**config.mk**
```make
export PLATFORM = sky130hd
export DESIGN_NAME = dram_write_addr
export DESIGN_NICKNAME = d
export VERILOG_FILES = /design/src/rtl/dram_pkg.sv /design/src/rtl/dram_mem.sv /design/src/rtl/dram_row_scan.sv /design/src/rtl/dram_write_addr.sv
export SDC_FILE = /design/constraint.sdc
export NUM_CORES = 1
export LEC_CHECK = 0
export ABC_AREA = 1
export BUFFER_PORTS_ARGS = -buffer_cell sky130_fd_sc_hd__buf_2
export CORE_ASPECT_RATIO = 0.6
export CORE_MARGIN = 10
export CORE_UTILIZATION = 55
export CTS_BUF_LIST = sky130_fd_sc_hd__clkbuf_8
export CTS_CLUSTER_DIAMETER = 200
export DETAILED_ROUTE_END_ITERATION = 10
export PLACE_DENSITY_LB_ADDON = 0.1
export SLEW_MARGIN = 30
export SYNTH_ARGS = -nofsm -noshare
export SYNTH_HDL_FRONTEND = slang
export SYNTH_SLANG_ARGS = --single-unit
```
**constraint.sdc**
```tcl
create_clock -name aclk -period 7.3 [get_ports aclk]
set_input_delay 0.73 -clock aclk [delete_from_list [all_inputs] [get_ports aclk]]
set_output_delay 0.73 -clock aclk [all_outputs]
set_load 0.005 [all_outputs]
```
**src/rtl/dram_pkg.sv**
```systemverilog
// shared constants and types for the display ram write addressing block
package dram_pkg;
  localparam int RAM_DEPTH = 80;
  localparam int ROW_COUNT = 4;
  localparam logic [6:0] LAST_ADDR = 7'h4F;
  localparam logic [1:0] BANK_ROW_OFS = 2'h2;
  localparam logic [2:0] LAST_BIT = 3'h7;

  // register byte offsets
  localparam logic [7:0] OFS_MODE = 8'h00;
  localparam logic [7:0] OFS_PTR = 8'h04;
  localparam logic [7:0] OFS_SUB = 8'h08;
  localparam logic [7:0] OFS_BANK = 8'h0C;
  localparam logic [7:0] OFS_DATA = 8'h10;
  localparam logic [7:0] OFS_STAT = 8'h14;

  // field positions
  localparam int BANK_IN_BIT = 1;
  localparam int BANK_OUT_BIT = 0;
  localparam int STAT_BUSY_BIT = 0;
  localparam int STAT_ACK_BIT = 1;
  localparam int STAT_MATCH_BIT = 2;
  localparam int STAT_HW_LSB = 3;

  localparam logic [1:0] RESP_OKAY = 2'h0;
  localparam logic [1:0] RESP_SLVERR = 2'h2;

  // multiplex step time
  localparam int CLK_PERIOD_NS = 20;
  localparam int MUX_STEP_NS = 1000;
  localparam int MUX_STEP_CYC = MUX_STEP_NS / CLK_PERIOD_NS;

  typedef enum logic [1:0] {
    DM_1TO4 = 2'h0,
    DM_STATIC = 2'h1,
    DM_1TO2 = 2'h2,
    DM_1TO3 = 2'h3
  } dram_mode_t;

  localparam dram_mode_t MODE_RESET = DM_STATIC;

  typedef enum logic {
    ST_IDLE,
    ST_SHIFT
  } dram_fill_state_t;

  // one bit written into the display ram
  typedef struct packed {
    logic en;
    logic [6:0] addr;
    logic [1:0] row;
    logic data;
  } dram_bitwr_t;

  // rows used per address in each drive mode
  function automatic logic [2:0] dram_rows(input dram_mode_t m);
    case (m)
      DM_STATIC: dram_rows = 3'h1;
      DM_1TO2: dram_rows = 3'h2;
      DM_1TO3: dram_rows = 3'h3;
      default: dram_rows = 3'h4;
    endcase
  endfunction

  function automatic logic dram_banked(input dram_mode_t m);
    dram_banked = (m == DM_STATIC) || (m == DM_1TO2);
  endfunction
endpackage

```
**src/rtl/dram_mem.sv**
```systemverilog
// 80 by 4 display ram, bit write port and registered full-row read port
`timescale 1ns/1ps
`default_nettype none
module dram_mem
  import dram_pkg::*;
(
  input wire logic aclk,
  input wire logic aresetn,
  input wire dram_bitwr_t wr,
  input wire logic [1:0] rd_row,
  output logic [RAM_DEPTH-1:0] rd_data,
  output logic [1:0] rd_row_q
);
  logic [ROW_COUNT-1:0] cells [RAM_DEPTH];
  logic [RAM_DEPTH-1:0] next_rd_data;

  always_comb begin
    for (int i = 0; i < RAM_DEPTH; i++) begin
      next_rd_data[i] = cells[i][rd_row];
    end
  end

  always_ff @(posedge aclk) begin
    if (wr.en) begin
      cells[wr.addr][wr.row] <= wr.data;
    end
  end

  always_ff @(posedge aclk) begin
    if (!aresetn) begin
      rd_data <= '0;
      rd_row_q <= 2'h0;
    end else begin
      rd_data <= next_rd_data;
      rd_row_q <= rd_row;
    end
  end
endmodule // dram_mem
`default_nettype wire

```
**src/rtl/dram_row_scan.sv**
```systemverilog
// output bank selector: steps through the displayed rows in multiplex order
`timescale 1ns/1ps
`default_nettype none
module dram_row_scan
  import dram_pkg::*;
(
  input wire logic aclk,
  input wire logic aresetn,
  input wire dram_mode_t mode,
  input wire logic out_bank,
  output logic [1:0] scan_row
);
  logic [15:0] step_cnt;
  logic [15:0] next_step_cnt;
  logic [1:0] phase;
  logic [1:0] next_phase;
  logic [2:0] rows;

  always_comb begin
    rows = dram_rows(mode);
    next_step_cnt = step_cnt + 16'h0001;
    next_phase = phase;
    if (step_cnt == 16'(MUX_STEP_CYC - 1)) begin
      next_step_cnt = 16'h0000;
      if ({1'b0, phase} >= rows - 3'h1) begin
        next_phase = 2'h0;
      end else begin
        next_phase = phase + 2'h1;
      end
    end
    if ({1'b0, phase} >= rows) begin
      next_phase = 2'h0;
    end
    // alternate bank only in static and 1:2
    if (out_bank && dram_banked(mode)) begin
      scan_row = phase + BANK_ROW_OFS;
    end else begin
      scan_row = phase;
    end
  end

  always_ff @(posedge aclk) begin
    if (!aresetn) begin
      step_cnt <= 16'h0000;
      phase <= 2'h0;
    end else begin
      step_cnt <= next_step_cnt;
      phase <= next_phase;
    end
  end
endmodule // dram_row_scan
`default_nettype wire

```
**src/rtl/dram_write_addr.sv**
```systemverilog
// display ram write addressing with axi4-lite control and row scan output
//
// Operation
// static: byte into row 0, eight addresses
// 1:2: bit pairs into rows 0,1
// 1:3: triples, row 2 third address untouched
// 1:4: quadruples into rows 0-3
// data bytes start at current pointer
// pointer advances 8, 4, 3, 2 per byte
// master reloads pointer after aborted transfer
// store only when counter equals pin subaddress
// device-select loads subaddress counter
// mismatch: no store, pointer still advances
// pointer overflow increments subaddress counter
// overflow mid-byte hands remaining bits onward
// master keeps subaddress pins stable
// next cascaded device stores and acknowledges overflow
// standalone device discards overflow, no acknowledge
// master repositions pointer for 1:3 row 2
// output rows scanned per drive mode
// output bank swaps to rows 2,3
// input bank writes rows 2,3
// input and output banks independent
// msb first, lowest row first
// bank bit1 input, bit0 output; 1:3/1:4 ignored
// pointer load 0 to 79
// device-select carries 3-bit subaddress
// mode code 01,10,11,00
`timescale 1ns/1ps
`default_nettype none
module dram_write_addr
  import dram_pkg::*;
(
  input wire logic aclk,
  input wire logic aresetn,
  input wire logic [7:0] s_axi_awaddr,
  input wire logic [2:0] s_axi_awprot,
  input wire logic s_axi_awvalid,
  output logic s_axi_awready,
  input wire logic [31:0] s_axi_wdata,
  input wire logic [3:0] s_axi_wstrb,
  input wire logic s_axi_wvalid,
  output logic s_axi_wready,
  output logic [1:0] s_axi_bresp,
  output logic s_axi_bvalid,
  input wire logic s_axi_bready,
  input wire logic [7:0] s_axi_araddr,
  input wire logic [2:0] s_axi_arprot,
  input wire logic s_axi_arvalid,
  output logic s_axi_arready,
  output logic [31:0] s_axi_rdata,
  output logic [1:0] s_axi_rresp,
  output logic s_axi_rvalid,
  input wire logic s_axi_rready,
  input wire logic hw_subaddr_bit0_pin,
  input wire logic hw_subaddr_bit1_pin,
  input wire logic hw_subaddr_bit2_pin,
  output logic [1:0] display_row,
  output logic [RAM_DEPTH-1:0] display_data
);
  // bus slave state
  logic aw_hold, next_aw_hold;
  logic [7:0] aw_addr, next_aw_addr;
  logic w_hold, next_w_hold;
  logic [31:0] w_data, next_w_data;
  logic w_lane0, next_w_lane0;
  logic bvalid, next_bvalid;
  logic [1:0] bresp, next_bresp;
  logic rvalid, next_rvalid;
  logic [31:0] rdata, next_rdata;
  logic [1:0] rresp, next_rresp;

  // fill state
  dram_fill_state_t state, next_state;
  dram_mode_t mode, next_mode;
  logic [7:0] shreg, next_shreg;
  logic [2:0] bit_cnt, next_bit_cnt;
  logic [1:0] row_cnt, next_row_cnt;
  logic [6:0] ptr, next_ptr;
  logic [2:0] sub, next_sub;
  logic in_bank, next_in_bank;
  logic out_bank, next_out_bank;
  logic byte_ack, next_byte_ack;

  logic [2:0] hw_sub;
  logic match;
  logic wr_go;
  logic [2:0] rows;
  logic addr_done;
  logic [1:0] scan_row;
  dram_bitwr_t bitwr;

  assign hw_sub = {hw_subaddr_bit2_pin, hw_subaddr_bit1_pin, hw_subaddr_bit0_pin};
  assign match = (sub == hw_sub);
  // a write commits only between bytes so it never disturbs a fill in progress
  assign wr_go = aw_hold && w_hold && !bvalid && (state == ST_IDLE);
  assign s_axi_awready = !aw_hold;
  assign s_axi_wready = !w_hold;
  assign s_axi_arready = !rvalid;
  assign s_axi_bvalid = bvalid;
  assign s_axi_bresp = bresp;
  assign s_axi_rvalid = rvalid;
  assign s_axi_rdata = rdata;
  assign s_axi_rresp = rresp;

  // bus write and read channels
  always_comb begin
    next_aw_hold = aw_hold;
    next_aw_addr = aw_addr;
    next_w_hold = w_hold;
    next_w_data = w_data;
    next_w_lane0 = w_lane0;
    next_bvalid = bvalid;
    next_bresp = bresp;
    next_rvalid = rvalid;
    next_rdata = rdata;
    next_rresp = rresp;
    if (s_axi_awvalid && !aw_hold) begin
      next_aw_hold = 1'b1;
      next_aw_addr = s_axi_awaddr;
    end
    if (s_axi_wvalid && !w_hold) begin
      next_w_hold = 1'b1;
      next_w_data = s_axi_wdata;
      next_w_lane0 = s_axi_wstrb[0];
    end
    if (bvalid && s_axi_bready) begin
      next_bvalid = 1'b0;
    end
    if (wr_go) begin
      next_aw_hold = 1'b0;
      next_w_hold = 1'b0;
      next_bvalid = 1'b1;
      next_bresp = RESP_OKAY;
      case (aw_addr)
        OFS_MODE, OFS_SUB, OFS_BANK, OFS_DATA: next_bresp = RESP_OKAY;
        OFS_PTR: begin
          if (w_lane0 && w_data[6:0] > LAST_ADDR) begin
            next_bresp = RESP_SLVERR;
          end
        end
        default: next_bresp = RESP_SLVERR;
      endcase
    end
    if (rvalid && s_axi_rready) begin
      next_rvalid = 1'b0;
    end
    if (s_axi_arvalid && !rvalid) begin
      next_rvalid = 1'b1;
      next_rresp = RESP_OKAY;
      next_rdata = 32'h0000_0000;
      case (s_axi_araddr)
        OFS_MODE: next_rdata[1:0] = mode;
        OFS_PTR: next_rdata[6:0] = ptr;
        OFS_SUB: next_rdata[2:0] = sub;
        OFS_BANK: begin
          next_rdata[BANK_IN_BIT] = in_bank;
          next_rdata[BANK_OUT_BIT] = out_bank;
        end
        OFS_DATA: next_rdata[7:0] = shreg;
        OFS_STAT: begin
          next_rdata[STAT_BUSY_BIT] = (state != ST_IDLE);
          next_rdata[STAT_ACK_BIT] = byte_ack;
          next_rdata[STAT_MATCH_BIT] = match;
          next_rdata[STAT_HW_LSB +: 3] = hw_sub;
        end
        default: next_rresp = RESP_SLVERR;
      endcase
    end
  end

  always_ff @(posedge aclk) begin
    if (!aresetn) begin
      aw_hold <= 1'b0;
      aw_addr <= 8'h00;
      w_hold <= 1'b0;
      w_data <= 32'h0000_0000;
      w_lane0 <= 1'b0;
      bvalid <= 1'b0;
      bresp <= RESP_OKAY;
      rvalid <= 1'b0;
      rdata <= 32'h0000_0000;
      rresp <= RESP_OKAY;
    end else begin
      aw_hold <= next_aw_hold;
      aw_addr <= next_aw_addr;
      w_hold <= next_w_hold;
      w_data <= next_w_data;
      w_lane0 <= next_w_lane0;
      bvalid <= next_bvalid;
      bresp <= next_bresp;
      rvalid <= next_rvalid;
      rdata <= next_rdata;
      rresp <= next_rresp;
    end
  end

  // byte fill: one bit per clock, msb first
  always_comb begin
    next_state = state;
    next_mode = mode;
    next_shreg = shreg;
    next_bit_cnt = bit_cnt;
    next_row_cnt = row_cnt;
    next_ptr = ptr;
    next_sub = sub;
    next_in_bank = in_bank;
    next_out_bank = out_bank;
    next_byte_ack = byte_ack;
    rows = dram_rows(mode);
    addr_done = ({1'b0, row_cnt} == rows - 3'h1) || (bit_cnt == LAST_BIT);
    bitwr.en = (state == ST_SHIFT) && match;
    bitwr.addr = ptr;
    bitwr.data = shreg[7];
    if (in_bank && dram_banked(mode)) begin
      bitwr.row = row_cnt + BANK_ROW_OFS;
    end else begin
      bitwr.row = row_cnt;
    end
    case (state)
      ST_IDLE: begin
        if (wr_go && w_lane0) begin
          case (aw_addr)
            OFS_MODE: next_mode = dram_mode_t'(w_data[1:0]);
            OFS_PTR: begin
              if (w_data[6:0] <= LAST_ADDR) begin
                next_ptr = w_data[6:0];
                next_row_cnt = 2'h0;
              end
            end
            OFS_SUB: next_sub = w_data[2:0];
            OFS_BANK: begin
              if (dram_banked(mode)) begin
                next_in_bank = w_data[BANK_IN_BIT];
                next_out_bank = w_data[BANK_OUT_BIT];
              end
            end
            OFS_DATA: begin
              next_shreg = w_data[7:0];
              next_bit_cnt = 3'h0;
              next_row_cnt = 2'h0;
              next_byte_ack = 1'b0;
              next_state = ST_SHIFT;
            end
            default: next_state = ST_IDLE;
          endcase
        end
      end
      ST_SHIFT: begin
        next_shreg = {shreg[6:0], 1'b0};
        next_bit_cnt = bit_cnt + 3'h1;
        next_byte_ack = byte_ack | match;
        if (addr_done) begin
          next_row_cnt = 2'h0;
          if (ptr == LAST_ADDR) begin
            next_ptr = 7'h00;
            next_sub = sub + 3'h1;
          end else begin
            next_ptr = ptr + 7'h01;
          end
        end else begin
          next_row_cnt = row_cnt + 2'h1;
        end
        if (bit_cnt == LAST_BIT) begin
          next_state = ST_IDLE;
        end
      end
      default: next_state = ST_IDLE;
    endcase
  end

  always_ff @(posedge aclk) begin
    if (!aresetn) begin
      state <= ST_IDLE;
      mode <= MODE_RESET;
      shreg <= 8'h00;
      bit_cnt <= 3'h0;
      row_cnt <= 2'h0;
      ptr <= 7'h00;
      sub <= 3'h0;
      in_bank <= 1'b0;
      out_bank <= 1'b0;
      byte_ack <= 1'b0;
    end else begin
      state <= next_state;
      mode <= next_mode;
      shreg <= next_shreg;
      bit_cnt <= next_bit_cnt;
      row_cnt <= next_row_cnt;
      ptr <= next_ptr;
      sub <= next_sub;
      in_bank <= next_in_bank;
      out_bank <= next_out_bank;
      byte_ack <= next_byte_ack;
    end
  end

  dram_row_scan u_scan (
    .aclk(aclk),
    .aresetn(aresetn),
    .mode(mode),
    .out_bank(out_bank),
    .scan_row(scan_row)
  );

  dram_mem u_mem (
    .aclk(aclk),
    .aresetn(aresetn),
    .wr(bitwr),
    .rd_row(scan_row),
    .rd_data(display_data),
    .rd_row_q(display_row)
  );
endmodule // dram_write_addr
`default_nettype wire

```
==> results_dict.tcl <==
set metrics [dict create \
    ant_nets 0 \
    h-tree-depth 3 \
    async_flop_share_pct 0 \
    switching_share_pct 21.65 \
    ys_ff_latch 480 \
    core_um2 36420 \
    final_max_slew_viol_count 0 \
    final_nets 2354 \
    final.setup.tns_ns 0 \
    wirelength_um 48990 \
    start_kind "flip-flop" \
    syn_area_um2 20330 \
    grt_pass1_wl_um 76340 \
    synth_area_per_cell_um2 9.401 \
    cts.sinks 480 \
    numPortBuffers 131 \
    grt_pass1_vias 14360 \
    pwr_density_cell_nw_per_um2 227.7 \
    slowest_stage "buf_6" \
    ys.warnings.count 0 \
    worstPathRequired_ns 7.76 \
    die_width_um 268.2 \
    min_path_cells 3 \
    vias 15090 \
    vdd.ir_drop.worst_mv 0.1265 \
    cts_buffers 71 \
    postCtsHoldBufs 0 \
    path_class "flip-flop to flip-flop" \
    min_path_type "input pin to flip-flop" \
    synth_area_leader_cell "edfxtp_1" \
    num_io_pins 191 \
    cpPeakStageDelay_ns 0.65 \
    viasPerCell 5.380 \
    rsz0062_at_grt "no" \
    tightest_slew_ns 0.9811 \
    hold_start "s_axi_wdata[7]" \
    drc 0 \
    post_cts_buffers 0 \
    syn-instance-count 2163 \
    status "complete, no violations" \
    cts.repair.resized 0 \
    relSlewSlack_pct 34.51 \
    reg2reg_setup_slack_ns 3.83 \
    rows 54 \
    nFillCells 3131 \
    yosysUniqueCellTypes 43 \
    p_sw_mw 1.116 \
    setup_slack_ns 3.829 \
    area.sequential_um2 12820 \
    synthTopCellsByArea "edfxtp_1 47%, dfxtp_1 16%, nand2_1 12%, nor2_1 8.9%, a311oi_1 3.4%" \
    synthFlopType "edfxtp_1" \
    setup_viol 0 \
    dr.pass1.iters 5 \
    crit_buf_inv 3 \
    drt_iter0_markers 1387 \
    gr-usage-all-layers_pct 21.17 \
    synth_top_area_share_pct 47.26 \
    grt_max_degree 125 \
    clkPwrFrac_pct 41.4 \
    synth_edf_count 320 \
    regToRegStartpoint "mode[0]" \
    gp_congestion 0.8665 \
    grt_remaining_overflow 0 \
    whs_endpoint "w_data[7]" \
    synth-seq-area-share_pct 63.01 \
    die_area_um2 45320 \
    dp_slack_ns 3.704 \
    clkSlewWorstSetupHoldPaths_ns 0.07 \
    cts_max_path_buffers 3 \
    leakage_nw 8.624 \
    cts-root-buf "clkbuf_8" \
    skew_ns 0.01490 \
    final.period_utilization_pct 47.55 \
    path_cells "inv_1, ha_1, nand2_1, xor2_4, buf_4, buf_6, nor2_1, a311oi_1" \
    insertion_delay_ns 0.62 \
    reg2regPathDepth 8 \
    period_minus_slack_ns 3.471 \
    drive_gt1_share_pct 12.02 \
    p_comb_share_pct 2.4 \
    cts_tree "built" \
    syn2layout_area_growth_pct 11.39 \
    cp.arrival_ns 3.93 \
    insertedDiodeCount 0 \
    internal_power_mw 4.041 \
    path_delay_family "buffers and inverters" \
    finalHoldViolations 0 \
    routedWlPerCell_um 17.46 \
    start_util_pct 55.84 \
    antenna_found_initial 1 \
    hpwl_um 27680 \
    cp_max_fo 92 \
    maxCapViolations 0 \
    die_h_um 168.9 \
    pwr-share-seq_pct 56.2 \
    fmax_mhz 288.1 \
    multi_input_area_um2 6605 \
    cp-end-kind "flip-flop" \
    reg2reg_to "u_mem.rd_data[59]" \
]
[flip-flops by register name, indices dropped and copies added (netlist names), 3 cells and up]
name,count
aw_addr,8
bit_cnt,3
ptr,7
s_axi_rdata,8
shreg,8
sub,3
u_mem.cells,320
u_mem.rd_data,80
u_scan.step_cnt,16
w_data,8
[metrics by stage]
step	instance area (um^2)	hold slack (ns)	total power [mW]	util, %	std cells
floorplan	20430	0.4292	3.035	-	2188
global placement	21210	0.4395	3.075	58.25	2672
detailed placement	21230	0.4465	3.078	58.29	2672
CTS	22630	0.2939	5.198	62.13	2804
global route	22650	0.3264	5.330	62.20	2805
finish	22650	0.3284	5.157	62.20	2805
[worst register-to-register path, cell delays in order, from the launching register on]
cell	delay, ns
dfxtp_1	0.52
inv_1	0.14
ha_1	0.40
nand2_1	0.18
xor2_4	0.16
buf_4	0.63
buf_6	0.68
nor2_1	0.18
a311oi_1	0.43
[cells by family after synthesis]
| family | after synthesis | synth area share (%) |
|---|---|---|
| and+or+nand+nor | 1224 | 23.92 |
| DFF | 480 | 63.01 |
| buffers and inverters | 246 | 5.304 |
| AOI/OAI and AO/OA | 184 | 6.202 |
| adders and majority gates | 16 | 0.9845 |
| xor gates and xnor gates | 11 | 0.5108 |
| other | 1 | 0.01844 |
| muxes | 1 | 0.04923 |
[worst max-delay path by stage]
stage | startpoint | endpoint | slack, ns | depth (start not counted)
final | mode[0] | u_mem.rd_data[59] | 3.83 | 8
after global routing | mode[0] | u_mem.rd_data[59] | 3.69 | 8
after CTS | mode[0] | u_mem.rd_data[59] | 3.67 | 8
after detailed placement | mode[0] | u_mem.rd_data[59] | 3.70 | 8
after global placement | mode[0] | u_mem.rd_data[68] | 3.75 | 8
after floorplan | shreg[7] | u_mem.cells[0][0] | 2.09 | 0
[synth_stat cells (8+ instances only)]
cell / n
dfxtp_1: 160
nor3_1: 11
buf_2: 37
ha_1: 16
xor2_1: 8
nand2_1: 631
buf_1: 8
edfxtp_1: 320
nand4_1: 11
nor2_1: 483
inv_1: 97
o21ai_0: 30
a311oi_1: 80
nor3_2: 9
buf_4: 27
nand3_1: 60
a21oi_1: 56
clkbuf_1: 69
[layout make-up]
class / instances / area share, %
clock buffer: 80 / 4.861
clock inverter: 52 / 1.309
inverter: 104 / 1.751
multi-input combinational: 1462 / 29.16
sequential: 480 / 56.60
tap: 476 / 2.629
timing repair buffer: 151 / 3.690
[routing by layer]
metal | vias to the layer above | routed length [um] | global-route usage, % | share of wire (%)
met1 | 7174 | 21540 | 28.33 | 44
li1 | 7322 | - | - | -
met3 | 70 | 3740 | 4.631 | 7.6
met5 | - | 0 | 0 | 0
met4 | 0 | 746 | 5.727 | 1.5
met2 | 526 | 22960 | 34.35 | 47
[power groups by stage]
| stage | combinational [mW] | sequential (mW) | clock, mW |
|---|---|---|---|
| 6_report | 0.122 | 2.90 | 2.14 |
| 5_1_grt | 0.137 | 2.90 | 2.30 |
| 4_1_cts | 0.122 | 2.90 | 2.18 |
| 3_5_place_dp | 0.121 | 2.96 | 0 |
| 3_3_place_gp | 0.119 | 2.96 | 0 |
| 2_1_floorplan | 0.0793 | 2.96 | 0 |
[cells in the final DEF, fill, tap and decap left out, types with 26 or more instances in the layout]
cell type / n
nand3_1: 56
edfxtp_1: 320
a21oi_1: 56
dfxtp_1: 158
clkbuf_8: 80
a311oi_1: 80
nand2_1: 631
buf_2: 131
o21ai_0: 30
inv_1: 124
conb_1: 26
nor2_1: 483
Power figures use the tool's default switching activity.
